==> src/shared/input_select_pkg.sv <==
// constants for the input selector and scan settings bank
// assumes a 4-bit register index from the serial command decoder
`default_nettype none
package input_select_pkg;

    // register indices and widths
    localparam logic [3:0]  SEL_ADDR        = 4'h6;
    localparam logic [3:0]  SCAN_ADDR       = 4'h7;
    localparam int          SEL_WIDTH       = 8;
    localparam int          SCAN_WIDTH      = 24;

    // reset values at power-on
    localparam logic [7:0]  SEL_RESET       = 8'h01;
    localparam logic [23:0] SCAN_RESET      = 24'h000000;

    // field positions
    localparam int          POS_SEL_LSB     = 4;
    localparam int          NEG_SEL_LSB     = 0;
    localparam int          GAP_LSB         = 21;
    localparam int          GAP_RSVD_BIT    = 20;
    localparam int          SPECIAL_LSB     = 12;
    localparam int          DIFF_LSB        = 8;
    localparam int          SE_LSB          = 0;

    // bits 19..16 are unimplemented and hold zero
    localparam logic [23:0] SCAN_WRITABLE   = 24'hF0FFFF;

    // input codes
    localparam logic [3:0]  CODE_AGND       = 4'h8;
    localparam logic [3:0]  CODE_AVDD       = 4'h9;
    localparam logic [3:0]  CODE_RESERVED   = 4'hA;
    localparam logic [3:0]  CODE_REF_POS    = 4'hB;
    localparam logic [3:0]  CODE_REF_NEG    = 4'hC;
    localparam logic [3:0]  CODE_DIODE_P    = 4'hD;
    localparam logic [3:0]  CODE_DIODE_M    = 4'hE;
    localparam logic [3:0]  CODE_CM         = 4'hF;

    // shortest non-zero gap, in modulator clock periods
    localparam logic [9:0]  GAP_MIN_PERIODS = 10'h008;

    typedef enum logic [3:0] {
        SRC_CHANNEL, SRC_AGND, SRC_AVDD, SRC_RESERVED, SRC_REF_POS,
        SRC_REF_NEG, SRC_DIODE_P, SRC_DIODE_M, SRC_COMMON_MODE
    } source_type;

    // maps a 4-bit select code onto the analog source it routes
    function automatic source_type decode_source(input logic [3:0] code);
        source_type s;
        s = SRC_CHANNEL;
        case (code)
            CODE_AGND:     s = SRC_AGND;
            CODE_AVDD:     s = SRC_AVDD;
            CODE_RESERVED: s = SRC_RESERVED;
            CODE_REF_POS:  s = SRC_REF_POS;
            CODE_REF_NEG:  s = SRC_REF_NEG;
            CODE_DIODE_P:  s = SRC_DIODE_P;
            CODE_DIODE_M:  s = SRC_DIODE_M;
            CODE_CM:       s = SRC_COMMON_MODE;
            default:       s = SRC_CHANNEL;
        endcase
        return s;
    endfunction

    // gap length: 0 for code 0, else 8 doubled per step up to 512
    function automatic logic [9:0] gap_periods(input logic [2:0] code);
        logic [9:0] p;
        p = 10'h000;
        if (code != 3'h0)
        begin
            p = GAP_MIN_PERIODS << (code - 3'h1);
        end
        return p;
    endfunction

endpackage
`default_nettype wire

==> src/rtl/scan_gap_timer.sv <==
// waits the scan gap between two conversions
// assumes start comes from logic on clk; modulator tick is divided here
`timescale 1ns/1ns
`default_nettype none
module scan_gap_timer #(
    parameter int MOD_DIV = 4
) (
    // clock and reset
    input  wire logic       clk,
    input  wire logic       rst_b,
    // request
    input  wire logic       start,
    input  wire logic [2:0] gap_code,
    // status
    output logic            busy,
    output logic            done
);

    // a divider wider than 16 bits would wrap before its tick
    if (MOD_DIV < 1 || MOD_DIV > 65536)
    begin : g_bad_div
        $error("MOD_DIV must lie between 1 and 65536");
    end

    logic [15:0] div_r;
    logic [15:0] div_nxt;
    logic        tick;
    logic [9:0]  remaining_r;
    logic [9:0]  remaining_nxt;
    logic        busy_r;
    logic        busy_nxt;
    logic        done_r;
    logic        done_nxt;
    logic [9:0]  periods;

    assign periods = input_select_pkg::gap_periods(gap_code);
    assign busy    = busy_r;
    assign done    = done_r;

    // modulator clock as an enable; free running so gaps align to its edges
    always_comb
    begin
        tick          = (div_r == 16'(MOD_DIV - 1));
        div_nxt       = tick ? 16'h0000 : div_r + 16'h0001;
        remaining_nxt = remaining_r;
        busy_nxt      = busy_r;
        done_nxt      = 1'b0;
        if (start && !busy_r)
        begin
            if (periods == 10'h000)
            begin
                done_nxt = 1'b1;
            end
            else
            begin
                remaining_nxt = periods;
                busy_nxt      = 1'b1;
            end
        end
        else if (busy_r && tick)
        begin
            if (remaining_r == 10'h001)
            begin
                busy_nxt = 1'b0;
                done_nxt = 1'b1;
            end
            remaining_nxt = remaining_r - 10'h001;
        end
    end

    // state registers
    always_ff @(posedge clk or negedge rst_b)
    begin
        if (!rst_b)
        begin
            div_r       <= 16'h0000;
            remaining_r <= 10'h000;
            busy_r      <= 1'b0;
            done_r      <= 1'b0;
        end
        else
        begin
            div_r       <= div_nxt;
            remaining_r <= remaining_nxt;
            busy_r      <= busy_nxt;
            done_r      <= done_nxt;
        end
    end
endmodule // scan_gap_timer
`default_nettype wire

==> src/rtl/input_select_bank.sv <==
// input selector and scan settings registers, with scan gap timing
// assumes the serial command decoder drives the register port on clk
// How it works
// - 8-bit select register at 0x6, two nibbles
// - codes route channels, ground, supply, references, common-mode
// - codes D and E route temperature diode
// - diode selected turns on bias current
// - 24-bit scan register at 0x7 with fields
// - gap code gives 0 periods for code 0, else 8 to 512 periods
`timescale 1ns/1ns
`default_nettype none
module input_select_bank #(
    parameter int MOD_DIV = 4
) (
    // clock and reset
    input  wire logic                          clk,
    input  wire logic                          rst_b,
    // register port from the serial decoder
    input  wire logic [3:0]                    reg_addr,
    input  wire logic                          reg_wr,
    input  wire logic [23:0]                   reg_wdata,
    input  wire logic                          reg_rd,
    output logic      [23:0]                   reg_rdata,
    output logic                               reg_rvalid,
    // front-end selection
    output input_select_pkg::source_type       pos_source,
    output logic      [2:0]                    pos_channel,
    output input_select_pkg::source_type       neg_source,
    output logic      [2:0]                    neg_channel,
    output logic                               temp_bias_en,
    // scan settings
    output logic      [2:0]                    scan_gap_delay,
    output logic      [3:0]                    special_scan_mask,
    output logic      [3:0]                    differential_scan_mask,
    output logic      [7:0]                    single_ended_scan_mask,
    // scan gap timing
    input  wire logic                          gap_start,
    output logic                               gap_busy,
    output logic                               gap_done
);

    logic [7:0]  sel_r;
    logic [7:0]  sel_nxt;
    logic [23:0] scan_r;
    logic [23:0] scan_nxt;
    logic [23:0] rdata_r;
    logic [23:0] rdata_nxt;
    logic        rvalid_r;
    logic        rvalid_nxt;
    logic        bias_r;
    logic        bias_nxt;
    logic [3:0]  pos_code;
    logic [3:0]  neg_code;

    // register writes; unimplemented scan bits are masked at the store
    always_comb
    begin
        sel_nxt  = sel_r;
        scan_nxt = scan_r;
        if (reg_wr && reg_addr == input_select_pkg::SEL_ADDR)
        begin
            sel_nxt = reg_wdata[7:0];
        end
        if (reg_wr && reg_addr == input_select_pkg::SCAN_ADDR)
        begin
            scan_nxt = reg_wdata & input_select_pkg::SCAN_WRITABLE;
        end
        // bias follows the value being stored so it never lags the route
        bias_nxt = (sel_nxt[7:4] == input_select_pkg::CODE_DIODE_P)
                || (sel_nxt[7:4] == input_select_pkg::CODE_DIODE_M)
                || (sel_nxt[3:0] == input_select_pkg::CODE_DIODE_P)
                || (sel_nxt[3:0] == input_select_pkg::CODE_DIODE_M);
    end

    // read path; unmapped indices answer zero
    always_comb
    begin
        rvalid_nxt = reg_rd;
        rdata_nxt  = rdata_r;
        if (reg_rd)
        begin
            case (reg_addr)
                input_select_pkg::SEL_ADDR:  rdata_nxt = {16'h0000, sel_r};
                input_select_pkg::SCAN_ADDR: rdata_nxt = scan_r;
                default:                     rdata_nxt = 24'h000000;
            endcase
        end
    end

    // register state
    always_ff @(posedge clk or negedge rst_b)
    begin
        if (!rst_b)
        begin
            sel_r    <= input_select_pkg::SEL_RESET;
            scan_r   <= input_select_pkg::SCAN_RESET;
            rdata_r  <= 24'h000000;
            rvalid_r <= 1'b0;
            bias_r   <= 1'b0;
        end
        else
        begin
            sel_r    <= sel_nxt;
            scan_r   <= scan_nxt;
            rdata_r  <= rdata_nxt;
            rvalid_r <= rvalid_nxt;
            bias_r   <= bias_nxt;
        end
    end

    // route decode straight from the stored codes
    assign pos_code     = sel_r[input_select_pkg::POS_SEL_LSB +: 4];
    assign neg_code     = sel_r[input_select_pkg::NEG_SEL_LSB +: 4];
    assign pos_source   = input_select_pkg::decode_source(pos_code);
    assign neg_source   = input_select_pkg::decode_source(neg_code);
    assign pos_channel  = pos_code[2:0];
    assign neg_channel  = neg_code[2:0];
    assign temp_bias_en = bias_r;
    assign reg_rdata    = rdata_r;
    assign reg_rvalid   = rvalid_r;

    // scan fields
    assign scan_gap_delay         = scan_r[input_select_pkg::GAP_LSB +: 3];
    assign special_scan_mask      = scan_r[input_select_pkg::SPECIAL_LSB +: 4];
    assign differential_scan_mask = scan_r[input_select_pkg::DIFF_LSB +: 4];
    assign single_ended_scan_mask = scan_r[input_select_pkg::SE_LSB +: 8];

    // gap timer uses the stored code at the moment of start
    scan_gap_timer #(
        .MOD_DIV (MOD_DIV)
    ) u_gap (
        .clk      (clk),
        .rst_b    (rst_b),
        .start    (gap_start),
        .gap_code (scan_gap_delay),
        .busy     (gap_busy),
        .done     (gap_done)
    );
endmodule // input_select_bank
`default_nettype wire

==> config.mk <==
export PLATFORM = sky130hd
export DESIGN_NAME = input_select_bank
export DESIGN_NICKNAME = d
export VERILOG_FILES = /design/src/shared/input_select_pkg.sv /design/src/rtl/scan_gap_timer.sv /design/src/rtl/input_select_bank.sv
export SDC_FILE = /design/constraint.sdc
export NUM_CORES = 1
export LEC_CHECK = 0
export BUFFER_PORTS_ARGS = -buffer_cell sky130_fd_sc_hd__buf_2
export CAP_MARGIN = 30
export CORE_MARGIN = 2
export CORE_UTILIZATION = 43
export DETAILED_ROUTE_END_ITERATION = 10
export PLACE_DENSITY = 0.64
export SLEW_MARGIN = 20
export SYNTH_ARGS = -nofsm -noshare
export SYNTH_HDL_FRONTEND = slang
export SYNTH_SLANG_ARGS = --single-unit
==> constraint.sdc <==
create_clock -name clk -period 4.9 [get_ports clk]
set_input_delay 0.245 -clock clk [delete_from_list [all_inputs] [get_ports clk]]
set_output_delay 0.245 -clock clk [all_outputs]
set_load 0.05 [all_outputs]
After elaboration in Yosys (flattened, before gate mapping)
Memories as Yosys holds them, arrays and structs flattened.
Cells that the tools add are included.

storage, ports and cells
  flip-flop bits (word level) = 82
  latch bits = 0
  memory bits (writable) = 0
  bits in read-only memories = 128
  input bits = 33
  output and inout bits = 61
  word-level logic and storage cells = 53
  memories = 2

memory list
  memory           depth  bits a word  read ports  clocked after memory_dff  wr ports  line                    text
  (no name shown)  16     4            1           0                         0         input_select_pkg.sv:50  case (code)
  (no name shown)  16     4            1           0                         0         input_select_pkg.sv:50

cells by class
  $add $sub $neg = 3
  multiply operators = 0
  div/mod/pow operators = 0
  order comparisons = 0
  equal/unequal tests = 9
  shift-type cells = 1
  multiplexer cells = 15
  bitwise logic cells = 0
  reduce and logical (&&, ||, !) cells = 14

operator list
  cell                     count
  $pmux W24 S2             1
  $mux W10                 4
  $add A16 B1 Y16 const B  1
  $eq A16 B2 Y1 const B    1
  $eq A4 B4 Y1 const B     4
  $mux W16                 1
  $eq A10 B1 Y1 const B    1
  $logic_not A10 Y1        1
  $shl A4 B3 Y10 const A   1
  $sub A10 B1 Y10 const B  1
  $eq A4 B3 Y1 const B     2
  $mux W1                  8
  $mux W8                  1
  $logic_and A1 B1 Y1      4
  $reduce_bool A2 Y1       2
  $logic_or A1 B1 Y1       3
  $reduce_and A3 Y1        1
  $reduce_bool A3 Y1       1
  $sub A3 B1 Y3 const B    1
  $ne A2 B2 Y1 const B     1
  $reduce_and A2 Y1        1
  $logic_not A1 Y1         1

Depth between registers and ports, before layout
Gate-level depths: netlist of the first run.

  depth in word-level cells = 7
  mapped depth = 6

Cells and area by module
Synthesis of the first run repeated with hierarchy kept, for this count alone.

second synthesis, totals
  cells, all modules = 347
  area total of the unflattened synthesis = 3,995.1 um2

modules (own cells, without submodules)
  module             instances  cells each  area each (um2)  seq. area each (um2)
  input_select_bank  1          187         2,422.3          1,252.5
  scan_gap_timer     1          160         1,572.8          700.7

Least setup slack after synthesis of the first run
OpenSTA, ideal clock, no wires.

  path type = reg2reg
  start = register u_gap.busy_r (netlist: u_gap.busy)
  end = register u_gap.remaining_r[2]
  arrival = 1.783 ns
  data required time = 4.834 ns
  setup slack = 3.051 ns
  cell stages (with the launch flop) = 5
  period minus slack after synthesis = 1.849 ns
  cell sequence = dfrtp_1 -> nor4b_4 -> nand4_4 -> or4_1 -> nand2_1

between the ends
  longest elaborated chain between the ends = 4
  elaborated cells between the ends (all ways) = 7
  classes of those cells = 1 x eq/ne; 1 x mux; 5 x reduce/logical

RTL lines
  what                                                                        line                  text
  start: declaration                                                          scan_gap_timer.sv:30  logic busy_r;
  start signal: assignment                                                    scan_gap_timer.sv:85  busy_r <= busy_nxt;
  $logic_not A1 Y1                                                            scan_gap_timer.sv:48  if (start && !busy_r)
  $logic_and A1 B1 Y1                                                         scan_gap_timer.sv:48
  $ne A2 B2 Y1 (no source line) / $reduce_bool A2 Y1 (equally long branches)  -
  $reduce_and A2 Y1 (no source line)                                          -
  end signal: assignment                                                      scan_gap_timer.sv:84  remaining_r <= remaining_nxt;
  end: declaration                                                            scan_gap_timer.sv:28  logic [9:0] remaining_r;

Several ways; a longest one is shown, not always the timed one.
A chain may end at the register's enable or synchronous reset.

Worst setup path in the final report of the first run
  start = input reg_addr[3]
  end = register scan_r[23]

between the ends
  longest elaborated chain between the ends = 2

RTL lines
  what                    line                      text
  start: declaration      input_select_bank.sv:19   input wire logic [3:0] reg_addr,
  $eq A4 B3 Y1            input_select_bank.sv:64   if (reg_wr && reg_addr == input_select_pkg::SCAN_ADDR)
  $logic_and A1 B1 Y1     input_select_bank.sv:64
  end signal: assignment  input_select_bank.sv:96   scan_r <= input_select_pkg::SCAN_RESET;
  end signal: assignment  input_select_bank.sv:104  scan_r <= scan_nxt;
  end: declaration        input_select_bank.sv:44   logic [23:0] scan_r;

Every way passes these cells.

==> results.sh, run 1 <==
export IMPL_rrSetupSlack_ns=2.86
export IMPL_r2r_cells=6
export IMPL_post_cts_resized=0
export IMPL_crit_chain="buf_2, and4b_1, nand2_1, mux2_2"
export IMPL_cap_violations=0
export IMPL_ys_seq_area_share_pct=49.5
export IMPL_mappedNetlistArea_sq_um=3950
export IMPL_holdPathStages=2
export IMPL_antenna_found_initial=0
export IMPL_cts_htree_levels=3
export IMPL_antenna_cells=0
export IMPL_fp_dieH_microns=99.8
export IMPL_p_total_mw=1.91
export IMPL_grt_overflow_total=0
export IMPL_leakage_nw=2.12
export IMPL_via_count=2847
export IMPL_cts_root_buf="clkbuf_8"
export IMPL_ys_types=56
export IMPL_layout_min_cycle_time_ns=2.27
export IMPL_finalHoldViolations=0
export IMPL_place_gp_congestion=0.747
export IMPL_drc_errors=0
export IMPL_critPathMaxFanout=21
export IMPL_insertion_delay_ns=0.35
export IMPL_initial_utilization_pct=44.8
export IMPL_crit_buf_inv=1
export IMPL_clock_skew_ns=0.0123
export IMPL_grt_pass1_vias=2706
export IMPL_die_area_sq_um=9960
export IMPL_clock_sinks=78
export IMPL_holdWs_ns=0.114
export IMPL_hold_path_class="primary input to flip-flop"
export IMPL_synth_seq_cells=78
export IMPL_cts_setup_buffers=0
export IMPL_die_x_microns=99.8
export IMPL_fin_nets=458
export IMPL_drtPass1Iterations=4
export IMPL_crit_arrival_ns=2.50
export IMPL_drive_gt1_share_pct=33.3
export IMPL_fmax_mhz=440
export IMPL_min_period_over_period_pct=46.4
export IMPL_criticalPathCategory="primary input to flip-flop"
export IMPL_rows=34
export IMPL_portBuffers=85
export IMPL_coreArea_sq_um=8810
export IMPL_syn_inst=363
export IMPL_async_reset_ff_share_pct=100
export IMPL_worst_setup_path_start_kind="primary input"
export IMPL_relSlewSlack_pct=33.8
export IMPL_tightestPinTransition_ns=0.979
export IMPL_ctsHoldBuffers=1
export IMPL_cp_slowest_cell="and4b_1"
export IMPL_ir_worst_vdd_mv=0.199
export IMPL_grt_max_degree=45
export IMPL_viasPerCell=5.36
export IMPL_rsz0062_at_grt="false"
export IMPL_critical_path_depth=4
export IMPL_slew_violations=0
export IMPL_ys_warn_count=0
export IMPL_track_usage_pct=17.3
export IMPL_run_status="finished clean"
export IMPL_cts_clk_slew_worst_paths_ns=0.09
export IMPL_tritoncts="done"
export IMPL_dp_hpwl_microns=5700
export IMPL_critPathRequiredTime_ns=5.13
export IMPL_grt_pass1_wl_microns=13500
export IMPL_setup_tns_final_ns=0
export IMPL_wl_per_cell_microns=15.5
export IMPL_final_antenna_net_count=0
export IMPL_cp_end_kind="flip-flop"
export IMPL_dr_first_iter_drc_count=151
export IMPL_slowest_delay_ns=0.83
export IMPL_numCtsBuffers=9
export IMPL_clockBufferDepth=2
export IMPL_drt_wl_total_microns=8240
export IMPL_num_io_pins=94
export IMPL_synth_avg_cell_area_sq_um=10.9
export IMPL_power_density_nw_per_um2=433
export IMPL_setup_violations=0
export IMPL_cpLargestDelayFamily="simple AND/OR/NAND/NOR gates"
export IMPL_synth_top_flop_cell="dfrtp_1"
export IMPL_area_growth_synth_to_final_pct=12.1
export IMPL_synth_edf_count=0
==> metrics by stage <==
stage / instance area (sq um) / instances / setup slack (ns) / utilization, %
finish: 4420 / 531 / 2.63 / 50.2
detailed placement: 4220 / 514 / 2.28 / 48.0
CTS: 4420 / 531 / 2.66 / 50.2
global placement: 4200 / 513 / 2.30 / 47.7
floorplan: 3960 / 366 / 3.05 / -
global route: 4420 / 531 / 2.49 / 50.2
==> sequential cells by signal, summed over array words and instances (netlist names) <==
signal	flops
scan_r	20
temp_bias_en	1
u_gap.busy	1
sel_r	8
u_gap.div_r	16
u_gap.remaining_r	10
reg_rvalid	1
u_gap.done	1
reg_rdata	20
==> area by class of cell <==
cell class                 instances  area (sq um)
inverter                          20          75.1
clock inverter                     6          62.6
fill                             829          4380
tap                              108           135
multi-input combinational        221          1610
clock buffer                      10           128
sequential                        78          1950
timing repair buffer              88           465
==> final timing paths <==
| kind | end | startpoint |
|---|---|---|
| hold / removal | scan_r[8] | reg_wdata[8] |
| setup / recovery | scan_r[23] | reg_addr[3] |
| hold reg to reg | u_gap.div_r[0] | u_gap.div_r[0] |
| max in group asynchronous | reg_rdata[22] | rst_b |
| setup reg to reg | u_gap.remaining_r[8] | u_gap.remaining_r[1] |
| min in group asynchronous | u_gap.remaining_r[1] | rst_b |
==> layer usage <==
| layer | wire (microns) | track usage [%] | up-vias |
|---|---|---|---|
| met3 | 505 | 4.18 | 10 |
| met4 | 121 | 5.90 | 0 |
| met1 | 3700 | 23.3 | 1384 |
| met5 | 0 | 0 | - |
| met2 | 3920 | 27.5 | 93 |
| li1 | - | - | 1360 |
==> report_power, final <==
part / internal, mW / switching, mW
Sequential: 0.737 / 0.113
Clock: 0.236 / 0.239
Combinational: 0.172 / 0.417
==> synthesized netlist by cell type (2+ instances only) <==
library cell,count,share of area [%]
a21oi_1,10,1.3
a22oi_1,10,1.9
a32oi_1,2,0.44
and2_1,3,0.48
and3_1,5,0.79
and4_1,2,0.44
buf_2,5,0.63
buf_4,29,5.5
buf_6,3,0.86
clkbuf_1,7,0.67
dfrtp_1,77,49
ha_1,7,2.2
inv_1,20,1.9
mux2_2,28,8.0
nand2_1,11,1.0
nand3_1,31,3.9
nand4_1,4,0.63
nor2_1,21,2.0
nor2b_1,3,0.48
nor3_1,6,0.76
nor3b_1,2,0.38
nor4_1,2,0.32
nor4_4,2,1.1
nor4bb_1,2,0.51
o211ai_1,7,1.3
o21ai_0,16,2.0
o311ai_0,2,0.44
or4_1,2,0.38
xnor2_1,8,1.8
xor2_1,10,2.2
==> layout by cell type, fill, tap and decap left out, types with 2 or more instances in the layout <==
master / Yosys / routed
clkinv_2: 0 / 3
o21ai_0: 16 / 16
a32oi_1: 2 / 2
and4_1: 2 / 2
dfrtp_1: 77 / 77
a21oi_1: 10 / 10
nor4bb_1: 2 / 2
nand3_1: 31 / 31
nand4_1: 4 / 4
nor4_4: 2 / 2
ha_1: 7 / 7
nor4_1: 2 / 2
and2_1: 3 / 3
mux2_2: 28 / 28
buf_4: 29 / 2
nor3_1: 6 / 6
a22oi_1: 10 / 10
nor2b_1: 3 / 3
and3_1: 5 / 5
or4_1: 2 / 2
nand2_1: 11 / 11
buf_2: 5 / 84
o311ai_0: 2 / 2
xnor2_1: 8 / 8
nor3b_1: 2 / 2
o211ai_1: 7 / 7
nor2_1: 21 / 21
clkbuf_8: 1 / 9
conb_1: 1 / 4
inv_1: 20 / 20
xor2_1: 10 / 10
==> cell families (layout without fill, tap and decap cells) <==
family	Yosys count	in the layout	share of synthesized area, %
other	1	4	0.0950
xor gates and xnor gates	18	18	3.99
adders and majority gates	7	7	2.22
muxes	29	29	8.24
buffers and inverters	67	124	10.1
AOI/OAI and AO/OA	57	57	9.60
and+or+nand+nor	106	106	16.2
DFF	78	78	49.5
(Power assumes the default switching activity.)
==> run 2: changes to the inputs <==
--- a/config.mk
+++ b/config.mk
@@ -5,12 +5,13 @@
 export SDC_FILE = /design/constraint.sdc
 export NUM_CORES = 1
 export LEC_CHECK = 0
+export ABC_AREA = 1
 export BUFFER_PORTS_ARGS = -buffer_cell sky130_fd_sc_hd__buf_2
 export CAP_MARGIN = 30
 export CORE_MARGIN = 2
 export CORE_UTILIZATION = 43
 export DETAILED_ROUTE_END_ITERATION = 10
-export PLACE_DENSITY = 0.64
+export PLACE_DENSITY = 0.66
 export SLEW_MARGIN = 20
 export SYNTH_ARGS = -nofsm -noshare
 export SYNTH_HDL_FRONTEND = slang
==> constraint.sdc (replaced) <==
create_clock -name clk -period 2 [get_ports clk]
set_input_delay 0.1 -clock clk [delete_from_list [all_inputs] [get_ports clk]]
set_output_delay 0.1 -clock clk [all_outputs]
set_load 0.05 [all_outputs]
==> run 2 against run 1 <==
Hold slack got worse by 0.10 ns. Final area rose by 9.4%. Sequential share of layout area fell by 3.8 points. Area after synthesis rose by 5.3%. Register-to-register slack got worse by 2.4 ns. Via count rose by 24%. Cell count rose by 42%. Synthesized cell count rose by 51%. Core utilization rose by 1.6 points. Sequential cell count did not move.
==> results.sh, run 2 <==
export IMPL_rrSetupSlack_ns=0.47
export IMPL_finalHoldViolations=0
export IMPL_r2r_end="u_gap.remaining_r[9]"
export IMPL_synth_area_leaders="dfrtp_1 (46%), nand2_1 (14%), inv_1 (7.3%)"
export IMPL_synth_avg_cell_area_sq_um=7.59
export IMPL_worst_setup_path_start_kind="flip-flop"
export IMPL_fin_nets=659
export IMPL_timing_rr_start="u_gap.div_r[0]"
export IMPL_antenna_cells=0
export IMPL_mappedNetlistArea_sq_um=4160
export IMPL_dr_first_iter_drc_count=148
export IMPL_relSlewSlack_pct=52.6
export IMPL_synth_mux_area_share_pct=0
export IMPL_ys_types=29
export IMPL_fp_dieH_microns=102
export IMPL_drive_gt1_share_pct=18.6
export IMPL_p_total_mw=5.09
export IMPL_post_cts_resized=0
export IMPL_synth_adder_area_share_pct=2.11
export IMPL_numCtsBuffers=9
export IMPL_critPathMaxFanout=7
export IMPL_ys_seq_area_share_pct=47.0
export IMPL_cts_clk_slew_worst_paths_ns=0.09
export IMPL_clockBufferDepth=2
export IMPL_clock_skew_ns=0.0112
export IMPL_final_common_cell="nand2_1"
export IMPL_leakage_nw=2.65
export IMPL_slowest_delay_ns=0.61
export IMPL_ys_warn_count=0
export IMPL_synth_top_flop_cell="dfrtp_1"
export IMPL_min_from="reg_wdata[20]"
export IMPL_synth_compound_area_share_pct=6.17
export IMPL_setup_tns_final_ns=0
export IMPL_synthSimpleGateAreaFrac_pct=27.7
export IMPL_hold_path_class="primary input to flip-flop"
export IMPL_initial_utilization_pct=44.6
export IMPL_area_growth_synth_to_final_pct=16.4
export IMPL_rows=35
export IMPL_tightestPinTransition_ns=0.711
export IMPL_insertion_delay_ns=0.34
export IMPL_crit_chain="ha_1, nor2_1, a211oi_2, buf_2"
export IMPL_power_density_nw_per_um2=1050
export IMPL_final_antenna_net_count=0
export IMPL_synth_seq_cells=78
export IMPL_antenna_found_initial=0
export IMPL_coreArea_sq_um=9330
export IMPL_ir_worst_vdd_mv=0.599
export IMPL_cp_end_kind="output port"
export IMPL_holdPathStages=3
export IMPL_die_x_microns=102
export IMPL_grt_pass1_wl_microns=15500
export IMPL_criticalPathCategory="flip-flop to output port"
export IMPL_drc_errors=0
export IMPL_layout_common_cells="nand2_1 (151), buf_2 (84), inv_1 (81), dfrtp_1 (77), nor2_1 (61)"
export IMPL_wl_per_cell_microns=12.2
export IMPL_cts_htree_levels=3
export IMPL_cts_root_buf="clkbuf_8"
export IMPL_clock_sinks=78
export IMPL_drtPass1Iterations=6
export IMPL_cp_slowest_cell="dfstp_2"
export IMPL_dp_hpwl_microns=6690
export IMPL_grt_overflow_total=0
export IMPL_synth_top_family_by_area="simple AND/OR/NAND/NOR gates"
export IMPL_synth_xor_xnor_area_share_pct=2.32
export IMPL_synth_top_cell_area_share_pct=46.3
export IMPL_portBuffers=85
export IMPL_critPathRequiredTime_ns=1.90
export IMPL_die_area_sq_um=10500
export IMPL_r2r_cells=10
export IMPL_rsz0062_at_grt="false"
export IMPL_synth_common_cells="nand2_1 (151), inv_1 (81), dfrtp_1 (77), nor2_1 (61), nand3_1 (51)"
export IMPL_fmax_mhz=580
export IMPL_via_count=3542
export IMPL_cap_violations=0
export IMPL_grt_pass1_vias=3455
export IMPL_setup_violations=0
export IMPL_track_usage_pct=18.9
export IMPL_fillCellCount=922
export IMPL_synth_edf_count=0
export IMPL_crit_arrival_ns=1.63
export IMPL_yosys_cell_count_top_type="nand2_1"
export IMPL_place_gp_congestion=0.913
export IMPL_tritoncts="done"
export IMPL_viasPerCell=4.70
export IMPL_layout_min_cycle_time_ns=1.73
export IMPL_yosysTopAreaCell="dfrtp_1"
export IMPL_async_reset_ff_share_pct=100
export IMPL_drt_wl_total_microns=9160
export IMPL_num_io_pins=94
export IMPL_syn_inst=548
export IMPL_grt_max_degree=47
export IMPL_hold_end="scan_r[20]"
export IMPL_min_period_over_period_pct=86.3
export IMPL_run_status="finished clean"
export IMPL_slew_violations=0
==> run 2: changes by cell type in the layout (fill, tap and decap cells not counted), moves of 5 or more <==
cell	previous run	this run
nand3_1	31	51
a22oi_1	10	0
and3_1	5	0
mux2_2	28	0
a21oi_1	10	3
dlygate4sd3_1	1	12
inv_1	20	81
a31oi_1	1	8
o21ai_0	16	33
nand2_1	11	151
nor2_1	21	61
xnor2_1	8	2
o211ai_1	7	0
==> run 2: final cells by class <==
cell class	instances	area (sq um)	share of cell area, %
tap	129	161	3.34
sequential	78	1950	40.4
timing repair buffer	102	598	12.4
inverter	81	304	6.28
multi-input combinational	347	1610	33.4
clock buffer	10	138	2.84
clock inverter	6	70.1	1.45
==> run 2: worst max-delay path: cells and delay by family, from the launching register on <==
| kind | cells | cell delay (ns) |
|---|---|---|
| AO/OA/AOI/OAI | 1 | 0.14 |
| adder cells (fa/ha/maj) | 1 | 0.18 |
| buffers and inverters | 1 | 0.29 |
| flip-flops | 1 | 0.61 |
| AND/OR/NAND/NOR | 1 | 0.06 |
==> run 2: what timing repair did <==
item | 4_1_cts | 5_1_grt
hold buffers | 12 | 0
setup buffers | 0 | 0
endpoints found under the hold margin | 44 | 0
==> run 2: power breakdown <==
| group | switching, mW | internal, mW |
|---|---|---|
| clock network | 0.595 | 0.617 |
| logic | 1.34 | 0.476 |
| registers | 0.229 | 1.83 |
==> run 2: routing by layer <==
metal	wire (microns)	GRT usage [%]
met4	77	6.46
met2	4410	31.1
met1	4320	25.3
met5	0	0
met3	360	3.35
==> run 2: worst max path at each step <==
stage / slack (ns) / start / depth (start not counted) / end
floorplan: 0.06 / sel_r[4] / 2 / pos_source[2]
detailed placement: 0.47 / u_gap.div_r[0] / 10 / u_gap.remaining_r[9]
CTS: 0.25 / sel_r[0] / 4 / neg_source[2]
global route: 0.16 / sel_r[0] / 4 / neg_source[2]
finish: 0.27 / sel_r[0] / 4 / neg_source[2]
global placement: 0.51 / u_gap.div_r[0] / 10 / u_gap.remaining_r[9]
==> run 2: stage by stage <==
stage | worst slack [ns] | instances | util, % | instance area [sq um] | hold slack [ns]
after detailed placement | 0.474 | 725 | 48.4 | 4510 | 0.0760
after floorplan | 0.0619 | 551 | - | 4170 | -0.196
after global routing | 0.160 | 753 | 51.9 | 4840 | 0.0110
final | 0.274 | 753 | 51.9 | 4840 | 0.0138
after global placement | 0.510 | 725 | 48.4 | 4510 | 0.0829
after CTS | 0.248 | 753 | 51.9 | 4840 | 0.00752
==> run 2: cells by family (layout without fill, tap and decap cells) <==
group	count (synthesis)	in the layout
xor+xnor	11	11
flops	78	78
compound gates	48	48
other cells	1	4
buf+inv	126	199
simple gates	277	277
fa+ha+maj	7	7
==> run 3: changes to the inputs <==
--- a/config.mk
+++ b/config.mk
@@ -11,7 +11,7 @@
 export CORE_MARGIN = 2
 export CORE_UTILIZATION = 43
 export DETAILED_ROUTE_END_ITERATION = 10
-export PLACE_DENSITY = 0.66
+export PLACE_DENSITY = 0.74
 export SLEW_MARGIN = 20
 export SYNTH_ARGS = -nofsm -noshare
 export SYNTH_HDL_FRONTEND = slang
==> run 3 against run 2 <==
First-iteration DRC count down 8.8%. Global-route usage up 0.31 points. Register-to-register slack better by 0.03 ns. Clock skew about the same. Maximum frequency down 0.96%. Via count up 0.28%. Power up 0.82%. Final area up 0.98%.
==> results.sh, run 3 (synthesis results as in run 2) <==
export IMPL_gr_usage_met2_pct=32.2
export IMPL_worst_slack_ns=0.258
export IMPL_cp_end_kind="output port"
export IMPL_power_density_nw_per_um2=1050
export IMPL_antenna_found_initial=0
export IMPL_drive_gt1_share_pct=18.6
export IMPL_r2r_end="u_gap.remaining_r[9]"
export IMPL_leakage_nw=2.67
export IMPL_coreArea_sq_um=9330
export IMPL_clockBufferDepth=2
export IMPL_p_int_mw=2.93
export IMPL_crit_chain="ha_1, nor2_1, a211oi_2, buf_2"
export IMPL_met1_usage_pct=25.6
export IMPL_grt_busiest_layer="met2"
export IMPL_critPathMaxFanout=7
export IMPL_p_sw_mw=2.20
export IMPL_hold_path_class="primary input to flip-flop"
export IMPL_critPathLaunch="sel_r[0]"
export IMPL_ctsHoldBuffers=16
export IMPL_setup_violations=0
export IMPL_dp_hpwl_microns=6680
export IMPL_pwr_share_comb_pct=35.8
export IMPL_worst_setup_path_start_kind="flip-flop"
export IMPL_crit_buf_inv=1
export IMPL_track_usage_pct=19.2
export IMPL_setup_tns_final_ns=0
export IMPL_tightestPinTransition_ns=0.693
export IMPL_insertion_delay_ns=0.36
export IMPL_cts_root_buf="clkbuf_8"
export IMPL_relSlewSlack_pct=53.8
export IMPL_final_common_cell="nand2_1"
export IMPL_drtPass1Iterations=4
export IMPL_fp_dieH_microns=102
export IMPL_slew_violations=0
export IMPL_cap_violations=0
export IMPL_run_status="finished clean"
export IMPL_crit_arrival_ns=1.64
export IMPL_criticalPathCategory="flip-flop to output port"
export IMPL_cts_clk_slew_worst_paths_ns=0.08
export IMPL_drc_errors=0
export IMPL_slowest_delay_ns=0.61
export IMPL_pre_cts_slack_ns=0.502
export IMPL_final_antenna_net_count=0
export IMPL_cts_htree_levels=3
export IMPL_antenna_cells=0
export IMPL_min_period_over_period_pct=87.1
export IMPL_dr_first_iter_drc_count=135
export IMPL_die_area_sq_um=10500
export IMPL_fin_nets=664
export IMPL_initial_utilization_pct=44.6
export IMPL_grt_max_degree=42
export IMPL_fin_cells=758
export IMPL_viasPerCell=4.69
export IMPL_ir_worst_vdd_mv=0.586
export IMPL_critical_path_depth=4
export IMPL_critPathRequiredTime_ns=1.90
export IMPL_grt_overflow_total=0
export IMPL_met3_usage_pct=3.08
export IMPL_post_cts_resized=0
export IMPL_cp_slowest_cell="dfstp_2"
export IMPL_r2r_cells=10
export IMPL_portBuffers=85
export IMPL_rsz0062_at_grt="false"
export IMPL_clock_skew_ns=0.0115
export IMPL_via_count=3552
export IMPL_p_sw_share_pct=42.9
export IMPL_numCtsBuffers=9
export IMPL_area_growth_synth_to_final_pct=17.5
export IMPL_grt_pass1_vias=3502
export IMPL_wl_per_cell_microns=12.4
export IMPL_dpl_cell_count=726
export IMPL_die_x_microns=102
export IMPL_grt_pass1_wl_microns=15800
export IMPL_num_io_pins=94
export IMPL_drt_wl_total_microns=9430
export IMPL_cpLargestDelayFamily="flip-flops"
export IMPL_timing_rr_start="u_gap.div_r[0]"
export IMPL_clock_sinks=78
export IMPL_tritoncts="done"
export IMPL_layout_min_cycle_time_ns=1.74
export IMPL_place_gp_congestion=0.867
export IMPL_p_seq_share_pct=40.3
export IMPL_cts_setup_buffers=0
export IMPL_rrSetupSlack_ns=0.50
export IMPL_clock_power_share_pct=24.0
export IMPL_fmax_mhz=574
export IMPL_rows=35
export IMPL_endpoint="neg_source[2]"
export IMPL_finalHoldViolations=0
export IMPL_layout_common_cells="nand2_1 (151), buf_2 (84), inv_1 (81), dfrtp_1 (77), nor2_1 (61)"
run 3: changes by cell type in the layout (fill, tap and decap cells not counted):
cell and delta:
dlygate4sd3_1 +4, buf_4 +1
run 3: tightest hold or removal path: cells and delay by family:
kind	cells	cell delay [ns]
buffers and inverters	1	0.08
and+or+nand+nor	2	0.15
run 3: worst min path at each step:
stage,startpoint,endpoint,slack (ns),cells past startpoint
6_report,reg_wdata[11],scan_r[11],0.02,3
5_1_grt,reg_wdata[22],scan_r[22],0.02,3
4_1_cts,reg_wdata[1],sel_r[1],0.007,3
3_5_place_dp,rst_b,reg_rvalid,0.13,1
3_3_place_gp,rst_b,reg_rvalid,0.12,1
2_1_floorplan,rst_b,reg_rdata[0],-0.20,0
run 3: routing by layer:
| layer | share of wire [%] | vias up |
|---|---|---|
| met5 | 0 | - |
| met4 | 0.70 | 0 |
| met3 | 3.9 | 6 |
| met2 | 49 | 75 |
| met1 | 47 | 1671 |
| li1 | - | 1800 |
run 3: power groups by stage:
stage | Combinational, mW | Sequential (mW) | Clock (mW)
floorplan | 1.44 | 2.16 | 0
global placement | 1.77 | 2.08 | 0
detailed placement | 1.81 | 2.09 | 0
CTS | 1.84 | 2.06 | 1.25
global route | 2.02 | 2.10 | 1.32
finish | 1.84 | 2.07 | 1.23
run 3: final cells by class:
type,count,area [sq um]
Sequential cell,78,1950
Clock inverter,6,70.1
Tap cell,129,161
Fill cell,911,4440
Timing Repair Buffer,107,646
Multi-Input combinational cell,347,1610
Clock buffer,10,138
Inverter,81,304
run 3: metrics by stage:
| step | hold slack (ns) | cell area, sq um | util, % | total power [mW] |
|---|---|---|---|---|
| global placement | 0.116 | 4520 | 48.4 | 3.85 |
| floorplan | -0.196 | 4170 | - | 3.60 |
| CTS | 0.00705 | 4890 | 52.4 | 5.16 |
| finish | 0.0224 | 4890 | 52.4 | 5.13 |
| global route | 0.0215 | 4890 | 52.4 | 5.45 |
| detailed placement | 0.126 | 4520 | 48.4 | 3.90 |
